===== src/pkg/isx_pkg.sv =====
`default_nettype none
package isx_pkg;
  localparam int unsigned DATA_W = 8;
  localparam int unsigned ADDR_W = 7;
  localparam int unsigned INSN_W = 14;

  // opcode top fields, compared against insn[13:8]
  localparam logic [5:0] OPC_INC_SKIP = 6'h0f;
  localparam logic [5:0] OPC_OR_FILE = 6'h04;
  localparam logic [5:0] OPC_OR_LIT = 6'h38;
  // load literal compares only insn[13:10]
  localparam logic [3:0] OPC_LOAD_LIT = 4'hc;

  localparam int unsigned DEST_BIT = 7;
  localparam logic DEST_WORK = 1'b0;
  localparam logic DEST_FILE = 1'b1;

  localparam logic [DATA_W-1:0] WORK_RESET = 8'h00;
  localparam logic [DATA_W-1:0] ZERO_BYTE = 8'h00;
  localparam logic [DATA_W-1:0] ONE_BYTE = 8'h01;
  localparam logic [ADDR_W-1:0] ADDR_RESET = 7'h00;

  typedef enum logic [2:0] {
    OP_NONE,
    OP_INC_SKIP,
    OP_OR_FILE,
    OP_OR_LIT,
    OP_LOAD_LIT
  } isx_op_t;

  typedef struct packed {
    isx_op_t op;
    logic dest;
    logic [ADDR_W-1:0] addr;
    logic [DATA_W-1:0] lit;
  } isx_dec_t;

  typedef struct packed {
    logic we;
    logic [ADDR_W-1:0] addr;
    logic [DATA_W-1:0] data;
  } isx_fwr_t;
endpackage
`default_nettype wire


===== src/rtl/isx_exec.sv =====
`timescale 1ns/1ps
`default_nettype none
// Overview of operation
// - increment-skip adds one to addressed file register
// - destination bit 0 to work, 1 to file
// - zero sum squashes next instruction as no-op
// - or-with-file ORs work and file, one cycle
// - or-with-literal ORs work with literal
// - or-with-literal always writes work register
// - load-literal copies literal into work register
// - load-literal don't-care bits ignored, emitted zero
module isx_exec (
  input wire logic sys_clk,
  input wire logic rst,
  input wire logic ce,
  input wire logic insn_valid,
  input wire logic [isx_pkg::INSN_W-1:0] insn,
  input wire logic [isx_pkg::DATA_W-1:0] file_rdata,
  output logic [isx_pkg::ADDR_W-1:0] file_raddr,
  output isx_pkg::isx_fwr_t file_wr,
  output logic [isx_pkg::DATA_W-1:0] work_q,
  output logic zero_q,
  output logic zero_we_q,
  output logic skip_q,
  output logic squash_q
);
  isx_pkg::isx_dec_t dec;
  isx_pkg::isx_fwr_t fwr_q;
  isx_pkg::isx_fwr_t fwr_d;
  logic [isx_pkg::DATA_W-1:0] work_d;
  logic [isx_pkg::DATA_W-1:0] result;
  logic zero_d;
  logic zero_we_d;
  logic skip_d;
  logic squash_d;
  logic exec;
  logic discard;
  logic result_zero;
  logic to_work;
  logic to_file;

  // all-zero test, shared by the skip and the zero flag
  function automatic logic is_zero(
    input logic [isx_pkg::DATA_W-1:0] v
  );
    return v == isx_pkg::ZERO_BYTE;
  endfunction

  // file-register operations steer their result by the destination bit
  function automatic logic has_dest(
    input isx_pkg::isx_op_t op
  );
    return (op == isx_pkg::OP_INC_SKIP) || (op == isx_pkg::OP_OR_FILE);
  endfunction

  // only the two OR forms touch the zero flag
  function automatic logic sets_zero(
    input isx_pkg::isx_op_t op
  );
    return (op == isx_pkg::OP_OR_FILE) || (op == isx_pkg::OP_OR_LIT);
  endfunction

  isx_decode u_dec (
    .insn(insn),
    .dec(dec)
  );

  // read address follows the fetched word combinationally so the file
  // space answers in the same cycle; registering it would cost a cycle
  assign file_raddr = dec.addr;
  assign file_wr = fwr_q;

  // a word fetched behind a taken skip is executed as a no-op
  assign discard = insn_valid && squash_q;
  assign exec = insn_valid && !squash_q;

  // result of the decoded operation
  always_comb begin
    result = isx_pkg::ZERO_BYTE;
    unique case (dec.op)
      isx_pkg::OP_INC_SKIP: begin
        result = file_rdata + isx_pkg::ONE_BYTE;
      end
      isx_pkg::OP_OR_FILE: begin
        result = work_q | file_rdata;
      end
      isx_pkg::OP_OR_LIT: begin
        result = work_q | dec.lit;
      end
      isx_pkg::OP_LOAD_LIT: begin
        result = dec.lit;
      end
      isx_pkg::OP_NONE: begin
        result = isx_pkg::ZERO_BYTE;
      end
    endcase
  end

  assign result_zero = is_zero(result);

  // destination steering for the file-register forms
  always_comb begin
    to_work = 1'b0;
    to_file = 1'b0;
    if (exec && has_dest(dec.op)) begin
      if (dec.dest == isx_pkg::DEST_WORK) begin
        to_work = 1'b1;
      end else begin
        to_file = 1'b1;
      end
    end
  end

  // working register group
  always_comb begin
    work_d = work_q;
    if (exec) begin
      unique case (dec.op)
        isx_pkg::OP_INC_SKIP,
        isx_pkg::OP_OR_FILE: begin
          if (to_work) begin
            work_d = result;
          end
        end
        isx_pkg::OP_OR_LIT: begin
          // no destination bit here: always the working register
          work_d = result;
        end
        isx_pkg::OP_LOAD_LIT: begin
          work_d = result;
        end
        isx_pkg::OP_NONE: begin
          work_d = work_q;
        end
      endcase
    end
  end

  always_ff @(posedge sys_clk) begin
    if (rst) begin
      work_q <= isx_pkg::WORK_RESET;
    end else if (ce) begin
      work_q <= work_d;
    end
  end

  // zero flag group; the write pulse lets the status owner merge it
  always_comb begin
    zero_d = zero_q;
    zero_we_d = 1'b0;
    if (exec && sets_zero(dec.op)) begin
      zero_d = result_zero;
      zero_we_d = 1'b1;
    end
  end

  always_ff @(posedge sys_clk) begin
    if (rst) begin
      zero_q <= 1'b0;
      zero_we_q <= 1'b0;
    end else if (ce) begin
      zero_q <= zero_d;
      zero_we_q <= zero_we_d;
    end
  end

  // skip group: squash stays armed until a valid word arrives, so an
  // idle cycle between the skip and the next fetch cannot lose it
  always_comb begin
    skip_d = 1'b0;
    squash_d = squash_q;
    if (discard) begin
      squash_d = 1'b0;
    end else if (exec) begin
      if (dec.op == isx_pkg::OP_INC_SKIP) begin
        skip_d = result_zero;
        squash_d = result_zero;
      end
    end
  end

  always_ff @(posedge sys_clk) begin
    if (rst) begin
      skip_q <= 1'b0;
      squash_q <= 1'b0;
    end else if (ce) begin
      skip_q <= skip_d;
      squash_q <= squash_d;
    end
  end

  // file write group; we is high one enabled cycle per write and holds while ce is low
  always_comb begin
    fwr_d = '0;
    fwr_d.addr = dec.addr;
    if (to_file) begin
      fwr_d.we = 1'b1;
      fwr_d.data = result;
    end
  end

  always_ff @(posedge sys_clk) begin
    if (rst) begin
      fwr_q <= '0;
    end else if (ce) begin
      fwr_q <= fwr_d;
    end
  end
endmodule
`default_nettype wire


===== src/rtl/isx_decode.sv =====
`timescale 1ns/1ps
`default_nettype none
module isx_decode (
  input wire logic [isx_pkg::INSN_W-1:0] insn,
  output isx_pkg::isx_dec_t dec
);
  always_comb begin
    dec.op = isx_pkg::OP_NONE;
    dec.dest = insn[isx_pkg::DEST_BIT];
    dec.addr = insn[isx_pkg::ADDR_W-1:0];
    dec.lit = insn[isx_pkg::DATA_W-1:0];
    if (insn[13:8] == isx_pkg::OPC_INC_SKIP) begin
      dec.op = isx_pkg::OP_INC_SKIP;
    end else if (insn[13:8] == isx_pkg::OPC_OR_FILE) begin
      dec.op = isx_pkg::OP_OR_FILE;
    end else if (insn[13:8] == isx_pkg::OPC_OR_LIT) begin
      dec.op = isx_pkg::OP_OR_LIT;
    end else if (insn[13:10] == isx_pkg::OPC_LOAD_LIT) begin
      // bits 9:8 are not looked at
      dec.op = isx_pkg::OP_LOAD_LIT;
    end
  end
endmodule
`default_nettype wire


===== config.mk =====
export PLATFORM = sky130hd
export DESIGN_NAME = isx_exec
export DESIGN_NICKNAME = d
export VERILOG_FILES = /design/src/pkg/isx_pkg.sv /design/src/rtl/isx_exec.sv /design/src/rtl/isx_decode.sv
export SDC_FILE = /design/constraint.sdc
export NUM_CORES = 1
export LEC_CHECK = 0
export BUFFER_PORTS_ARGS = -buffer_cell sky130_fd_sc_hd__buf_4
export CAP_MARGIN = 0
export CORE_ASPECT_RATIO = 1.5
export CORE_UTILIZATION = 47
export CTS_CLUSTER_SIZE = 14
export DETAILED_ROUTE_END_ITERATION = 7
export HOLD_SLACK_MARGIN = 0.05
export PLACE_DENSITY = 0.79
export SLEW_MARGIN = 40
export SYNTH_ARGS = -nofsm -noshare
export SYNTH_HDL_FRONTEND = slang
export SYNTH_SLANG_ARGS = --single-unit
export TNS_END_PERCENT = 20

===== constraint.sdc =====
create_clock -name sys_clk -period 2.1 [get_ports sys_clk]
set_input_delay 0.105 -clock sys_clk [delete_from_list [all_inputs] [get_ports sys_clk]]
set_output_delay 0.105 -clock sys_clk [all_outputs]
set_load 0.01 [all_outputs]

# Word-level counts from Yosys, hierarchy flattened
# Cells that the tools add are included.
[classes]
bitwise = 3
eq_ne = 9
mux = 20
reduce_logical = 16
n_addsub = 1
[op_table]
columns = ["cell", "n"]
rows = [
  ["case mux 8 bit (5 select lines)", 1],
  ["2-to-1 mux 8 bit", 2],
  ["OR 8 bit", 2],
  ["case mux 8 bit (2 select lines)", 1],
  ["2-to-1 mux 1 bit", 12],
  ["2-to-1 mux 3 bit", 4],
  ["adder 8 x 1 -> 8 bit (second input constant)", 1],
  ["zero test 8 bit", 1],
  ["equality test 3 x 2 -> 1 bit (second input constant)", 2],
  ["equality test 6 x 3 -> 1 bit (second input constant)", 1],
  ["equality test 6 x 4 -> 1 bit (second input constant)", 1],
  ["equality test 6 bit (second input constant)", 1],
  ["equality test 4 bit (second input constant)", 1],
  ["logical AND 1 bit", 4],
  ["AND reduction 4 bit", 1],
  ["nonzero test 2 bit", 2],
  ["OR reduction 2 bit", 2],
  ["equality test 3 x 1 -> 1 bit (second input constant)", 1],
  ["equality test 3 bit (second input constant)", 1],
  ["zero test 3 bit", 1],
  ["AND reduction 3 bit", 1],
  ["logical OR 1 bit", 2],
  ["!= test 2 bit (second input constant)", 1],
  ["AND reduction 2 bit", 1],
  ["other kinds (2)", 2],
]
[totals]
output_inout_bits = 35
register_bits = 28
input_bits = 26

# Logic depth before layout (Yosys ltp)
# Gate-level depths: netlist (run 1).
[depth]
ltp_word = 11
depth_mapped = 7
mapped_depth_nobuf = 7

# Hierarchy
# A second synthesis (run 1) with hierarchy kept.
[unflattened]
hier_cells = 197
hier_area_um2 = 1676.6
[by_module_without_submodules]
columns = ["module", "n_inst", "cells_each", "area_per_inst_um2"]
rows = [
  ["isx_exec", 1, 173, 1491.4],
  ["isx_decode", 1, 24, 185.2],
]

# Worst setup path after synthesis (run 1)
# OpenSTA, ideal clock, no wires.
[synth_path]
kind = "input to register"
start = "input port insn[10] in the netlist's numbering"
end = "register zero_q"
t_required_ns = 2.016
setup_ns = 0.084
t_arrival_ns = 1.667
path_stages = 6
setup_slack_ns = 0.348
cell_sequence = "nand4b_2 -> a21o_1 -> a221o_1 -> nor2_1 -> or4b_4 -> o31ai_2"
[synth_via]
elab_chain_cells = 9
[synth_lines]
columns = ["item", "line_no", "text"]
rows = [
  ["from (decl)", "isx_exec.sv:17", "input wire logic [isx_pkg::INSN_W-1:0] insn,"],
  ["equality test 4 bit", "isx_decode.sv:18", "end else if (insn[13:10] == isx_pkg::OPC_LOAD_LIT) begin"],
  ["2-to-1 mux 3 bit", "isx_decode.sv:18", ""],
  ["2-to-1 mux 3 bit", "isx_decode.sv:16", "end else if (insn[13:8] == isx_pkg::OPC_OR_LIT) begin"],
  ["2-to-1 mux 3 bit", "isx_decode.sv:14", "end else if (insn[13:8] == isx_pkg::OPC_OR_FILE) begin"],
  ["2-to-1 mux 3 bit *", "isx_decode.sv:12", "if (insn[13:8] == isx_pkg::OPC_INC_SKIP) begin"],
  ["parallel branches: the longest is 4 deep, another holds case mux 8 bit (5 select lines)", "-", ""],
  ["to (signal assigned)", "isx_exec.sv:162", "zero_q <= zero_d;"],
  ["to (decl)", "isx_exec.sv:22", "output logic zero_q,"],
]
# Every way passes the cells marked *.
# A chain may end at the register's enable or synchronous reset.

# Worst setup path in the final report (run 1)
# Ends and elaborated chain as after synthesis.

==> impl_metrics.csv, run 1 <==
group,metric,value,unit
status,outcome,"completed",
global_routing,grt_first_pass_wirelength,6200,µm
yosys,yosys.area_share.xor_xnor,0.0358,
sta,setup_tns,0,ns
clocking,cts_root_buffer,"clkbuf_8",
die,fp.dieH,70.4,µm
clocking,cts_max_level,1,
sta,max_freq,578,MHz
clocking,cts_hold_repair.buffers,0,
yosys,synthFlopType,"dfxtp_1",
sta,fin_crit_sh,0.824,
clocking,cts_sinks,28,
pwr,peakVddDrop,0.000447,V
yosys,synth_area_leaders,"dfxtp_1 (38%), mux2i_1 (11%), nor2_1 (7.9%)",
pwr,p_per_area,584,nW/µm²
worst_setup_path,path_cells,"buf_4, nand4b_2, a21oi_1, a2bb2oi_1, o21ai_0, or4b_4, o31ai_2",
routing,num_vias,1456,
yosys,yosysWarnings,0,
worst_setup_path,timing.rr.end,"zero_q",
worst_setup_path,reg2regPathDepth,5,
min_path,worstHoldPathType,"in2reg",
yosys,yosys-mux-area-fraction,0.109,
place,portBuffers,60,
die,die_w,47.6,µm
yosys,syn_nets,198,
yosys,synth_fa_ha_area_frac,0.00853,
die,initial_utilization,0.499,
yosys,yosys.area_share.simple,0.224,
sta,slew_headroom,0.589,
place,hpwlAfterDp,3140,µm
global_routing,overflow,0,
final_layout,n_antenna_cell,0,
sta,finalWorstSetupSlack,0.369,ns
worst_setup_path,end_kind,"register",
worst_setup_path,cp_max_fo,10,
final_layout,nets,251,
sta,hold_viol_final,0,
worst_setup_path,critPathCapture,"zero_q",
yosys,ys_types,41,
yosys,syn_area,1470,µm²
pwr,power.leakage,0.856,nW
clocking,clkLatencyLatePin,0.27,ns
routing,post-route-drc-count,0,
final_layout,final_common_cell,"buf_4",
clocking,clock_path_buffers,2,
final_layout,drive_gt1_frac,0.336,
worst_setup_path,crit_family,"simple AND/OR/NAND/NOR gates",
routing,ant_nets,0,
die,num_rows,24,
worst_setup_path,r2r_slack,0.41,ns
final_layout,syn_to_final_growth,34.3,%
worst_setup_path,worstPathArrival,1.93,ns
yosys,netlist_instances,171,
final_layout,final_cell_mix,"buf_4 (62), nor2_1 (31), dfxtp_1 (28)",
yosys,synth_enable_flop_cells,0,
die,design.core.area,2940,µm²
yosys,syn_avg_cell_area,8.58,µm²
worst_setup_path,crit_slowest_cell,"or4b_4",
sta,setup_viol,0,
worst_setup_path,criticalPathCategory,"in2reg",
sta,skew,0.00206,ns
worst_setup_path,worst-path-buf-inv,1,
global_routing,grt_pass1_vias,1462,
yosys,yosysTopAreaCell,"dfxtp_1",
pwr,total_power,1.15,mW
routing,wl,3920,µm
worst_setup_path,worstPathRequired,2.30,ns
sta,rsz0062_at_grt,"false",
worst_setup_path,cp-start-kind,"primary input",
clocking,clk_pin_slew_worst_paths,0.10,ns
global_routing,grt_max_degree,28,
routing,first_pass_iters,4,
worst_setup_path,cp_num_cells,7,
worst_setup_path,critPathLaunch,"insn[10]",
yosys,synth_top_area_frac,0.382,
die,ioPinCount,61,
yosys,synth-seq-cells,28,
routing,wl_per_cell,15.0,µm
worst_setup_path,critPathMaxStageDelay,0.60,ns
place,place_congestion,0.941,
place,dp_worst_setup_slack,0.102,ns
clocking,post_cts_resize_count,0,
sta,drv_slew,0,
die,fp.dieArea,3350,µm²
clocking,cts_setup_buffers,0,
global_routing,antenna_found_initial,0,
routing,via_per_inst,5.56,
yosys,async_flop_share,0,
sta,min_period,1.73,ns
yosys,synth_compound_area_frac,0.176,
sta,worst_slew_pin_slew,0.614,ns
yosys,synth_top_family_by_area,"simple AND/OR/NAND/NOR gates",
clocking,tritoncts,"built",
flow_run,cap_violations,0,
sta,whs,0.0907,ns
worst_setup_path,rr_startpoint,"work_q[0]",
routing,drtIter0Drc,35,
yosys,seq_area_frac_synth,0.382,
global_routing,grt_util_all_layers,0.251,
clocking,cts-buffers-inserted,3,
[power by group]
group	leakage (nW)	switching, mW	internal (mW)
Clock	0.0357	0.170	0.255
Sequential	0.227	0.00430	0.539
Combinational	0.594	0.0931	0.0893
[per-stage QoR]
step	cell area, µm²	utilization	cells
global placement	1900	0.645	258
CTS	1970	0.670	262
finish	1970	0.670	262
floorplan	1470	-	171
detailed placement	1900	0.645	258
global route	1970	0.670	262
[Yosys cell counts, types with 2 or more instances]
library cell / count
nand3_1: 10
nand2_1: 10
nor2_1: 31
inv_1: 3
clkbuf_1: 3
o221ai_1: 3
buf_4: 7
mux2i_1: 16
a21oi_1: 8
o21ai_1: 4
nor3_1: 3
a2bb2oi_1: 2
xnor2_1: 5
a22oi_1: 8
dfxtp_1: 28
o21ai_0: 3
buf_2: 3
[per-layer routing]
layer	wire length, µm	up-vias	part of all wire	track usage
met1	1500	685	0.38	0.274
li1	-	704	-	-
met4	116	0	0.030	0.102
met5	0	-	0	0
met2	2100	57	0.54	0.437
met3	197	10	0.050	0.0543
[logic make-up after synthesis]
| group | after synthesis |
|---|---|
| multiplexers | 16 |
| AND/OR/NAND/NOR | 67 |
| flip-flops | 28 |
| AO/OA/AOI/OAI | 36 |
| buffers and inverters | 17 |
| adder cells (fa/ha/maj) | 1 |
| XOR/XNOR | 6 |
[layout make-up]
type / count / area, µm²
Timing Repair Buffer: 62 / 465
Clock inverter: 1 / 30.0
Inverter: 3 / 11.3
Tap cell: 39 / 48.8
Sequential cell: 28 / 561
Fill cell: 257 / 972
Clock buffer: 3 / 41.3
Multi-Input combinational cell: 126 / 813
[worst min-delay path, stage by stage]
cell and delay, ns:
buf_4 0.09, mux2i_1 0.06, nor2_1 0.07
[registers in the layout, indices dropped and copies added, names as in the netlist]
name and cells:
squash_q 1, zero_q 1, zero_we_q 1, skip_q 1, file_wr 16, work_q 8
[worst min-delay path by stage]
stage          startpoint  depth (start not counted)  slack (ns)           to
2_1_floorplan     insn[2]                          2        0.25  file_wr[10]
3_3_place_gp      insn[1]                          3        0.37   file_wr[9]
3_5_place_dp      insn[0]                          3        0.37   file_wr[8]
4_1_cts           insn[0]                          3         0.1   file_wr[8]
5_1_grt           insn[0]                          3        0.10   file_wr[8]
6_report          insn[1]                          3        0.09   file_wr[9]
Power figures use the tool's default switching activity.
==> run 2, diff against run 1 <==
Settings changed: CORE_UTILIZATION 47 to 43, PLACE_DENSITY 0.79 to 0.76.
Clock period 2.1 ns to 1.55 ns, I/O delays scaled along.
==> run 2 against run 1 <==
Against the previous run:
- the flow now finishes with violations (negative setup slack)
- worst hold slack worse by 0.028 ns
- worst setup slack got worse by 0.40 ns
- combinational power increased by 59%
- die area grew 9.0%
- clock power down 10%
- power is 22% higher
- critical path type is now reg2reg
==> impl_metrics.csv, run 2 (synthesis gave the netlist of run 1 again) <==
group,metric,value,unit
status,outcome,"complete, but fails checks",
status,violations,"negative setup slack",
global_routing,antenna_found_initial,0,
sta,hold_viol_final,0,
final_layout,drive_gt1_frac,0.410,
clocking,clk_pin_slew_worst_paths,0.08,ns
sta,skew,0.00352,ns
clocking,cts_hold_repair.buffers,0,
clocking,cts-buffers-inserted,3,
global_routing,grt_pass1_vias,1483,
die,fp.dieArea,3660,µm²
clocking,tritoncts,"built",
final_layout,final_common_cell,"buf_4",
routing,ant_nets,0,
min_path,worstHoldPathType,"in2reg",
pwr,p_per_area,645,nW/µm²
worst_setup_path,worstPathRequired,1.74,ns
sta,setup_tns,-0.0301,ns
pwr,power.leakage,0.989,nW
pwr,intPower,1.06,mW
die,initial_utilization,0.460,
pwr,total_power,1.41,mW
routing,via_per_inst,5.35,
routing,wl,3980,µm
sta,fin_crit_sh,1.02,
worst_setup_path,end_kind,"register",
pwr,p_seq_frac,0.524,
final_layout,finalNonFillerCells,289,
clocking,cts_root_buffer,"clkbuf_8",
die,die_w,49.7,µm
sta,finalWorstSetupSlack,-0.0301,ns
global_routing,grt_max_degree,27,
routing,first_pass_iters,4,
sta,max_freq,633,MHz
routing,drtIter0Drc,27,
flow_run,cap_violations,0,
sta,min_period,1.58,ns
pwr,swShare,0.247,
die,fp.dieH,73.6,µm
final_layout,n_antenna_cell,0,
clocking,clkLatencyLatePin,0.27,ns
pwr,comb_power_share,0.206,
die,num_rows,25,
routing,post-route-drc-count,0,
worst_setup_path,cp_max_fo,3,
worst_setup_path,critPathLaunch,"work_q[0]",
sta,slew_headroom,0.723,
sta,rsz0062_at_grt,"true",
pwr,clkPwrFrac,0.271,
routing,wl_per_cell,13.8,µm
global_routing,overflow,0,
sta,setup_viol,1,
sta,drv_slew,0,
pwr,peakVddDrop,0.000389,V
global_routing,grt_util_all_layers,0.236,
worst_setup_path,cp-start-kind,"register",
sta,worst_slew_pin_slew,0.413,ns
worst_setup_path,worstPathArrival,1.77,ns
pwr,switchingPower,0.348,mW
min_path,hold_path_startpoint,"insn[1]",
place,dp.cells,286,
clocking,cts_max_level,1,
die,ioPinCount,61,
global_routing,grt_first_pass_wirelength,6590,µm
clocking,clock_path_buffers,2,
clocking,cts_sinks,28,
final_layout,nets,278,
place,portBuffers,60,
worst_setup_path,rr_startpoint,"work_q[0]",
final_layout,syn_to_final_growth,48.4,%
place,hpwlAfterDp,3360,µm
final_layout,final_cell_mix,"buf_4 (88), nor2_1 (31), dfxtp_1 (28)",
worst_setup_path,criticalPathCategory,"reg2reg",
routing,num_vias,1546,
place,place_congestion,0.836,
final_layout,largest_register_ffs,16,
die,design.core.area,3190,µm²
final_layout,post-route-util,0.683,
==> run 2: cell count changes in the layout (fill, tap and decap cells not counted), sizes merged <==
cell    delta
buf       +27
bufinv     -1
==> run 2: final timing paths <==
check        cells past startpoint         end  slack (ns)
max                              5      zero_q       -0.03
min                              3  file_wr[9]        0.06
max reg2reg                      5      zero_q       -0.03
min reg2reg                      2   zero_we_q        0.47
==> run 2: final cells by class <==
type	instances	area (µm²)
fill	282	1010
multi-input combinational	126	835
timing repair buffer	89	681
sequential	28	561
tap	40	50.0
clock buffer	3	41.3
inverter	3	11.3
==> run 2: metrics by stage <==
step	instance area (µm²)	hold slack, ns	worst slack (ns)
5_1_grt	2180	0.0831	-0.118
6_report	2180	0.0626	-0.0301
3_5_place_dp	2130	0.344	-0.208
3_3_place_gp	2130	0.338	-0.182
4_1_cts	2170	0.0642	-0.0265
2_1_floorplan	1490	0.225	-0.0830
==> run 2: timing repair <==
item,in CTS,in global routing
setup endpoints to repair,1,3
resized for setup,0,1
endpoints found under the hold margin,0,0
pin swaps,0,0
setup buffers,0,0
==> run 2: critical path: stages, from the launching register on <==
cell     delay, ns
dfxtp_1       0.32
a21o_1        0.15
a221o_1       0.30
nor2_1        0.08
or4b_4        0.48
o31ai_2       0.17
==> run 2: power by group through the flow <==
stage / sequential (mW) / clock (mW) / combinational (mW)
after floorplan: 0.758 / 0 / 0.131
after global placement: 0.753 / 0 / 0.283
after detailed placement: 0.753 / 0 / 0.288
after CTS: 0.736 / 0.391 / 0.290
after global routing: 0.738 / 0.418 / 0.315
final: 0.736 / 0.381 / 0.289
==> run 2: per-layer routing <==
layer / wire [µm] / global-route usage / part of all wire
met5: 0 / 0 / 0
met1: 1520 / 0.265 / 0.38
met2: 2140 / 0.431 / 0.54
met4: 157 / 0.130 / 0.039
met3: 160 / 0.0228 / 0.040
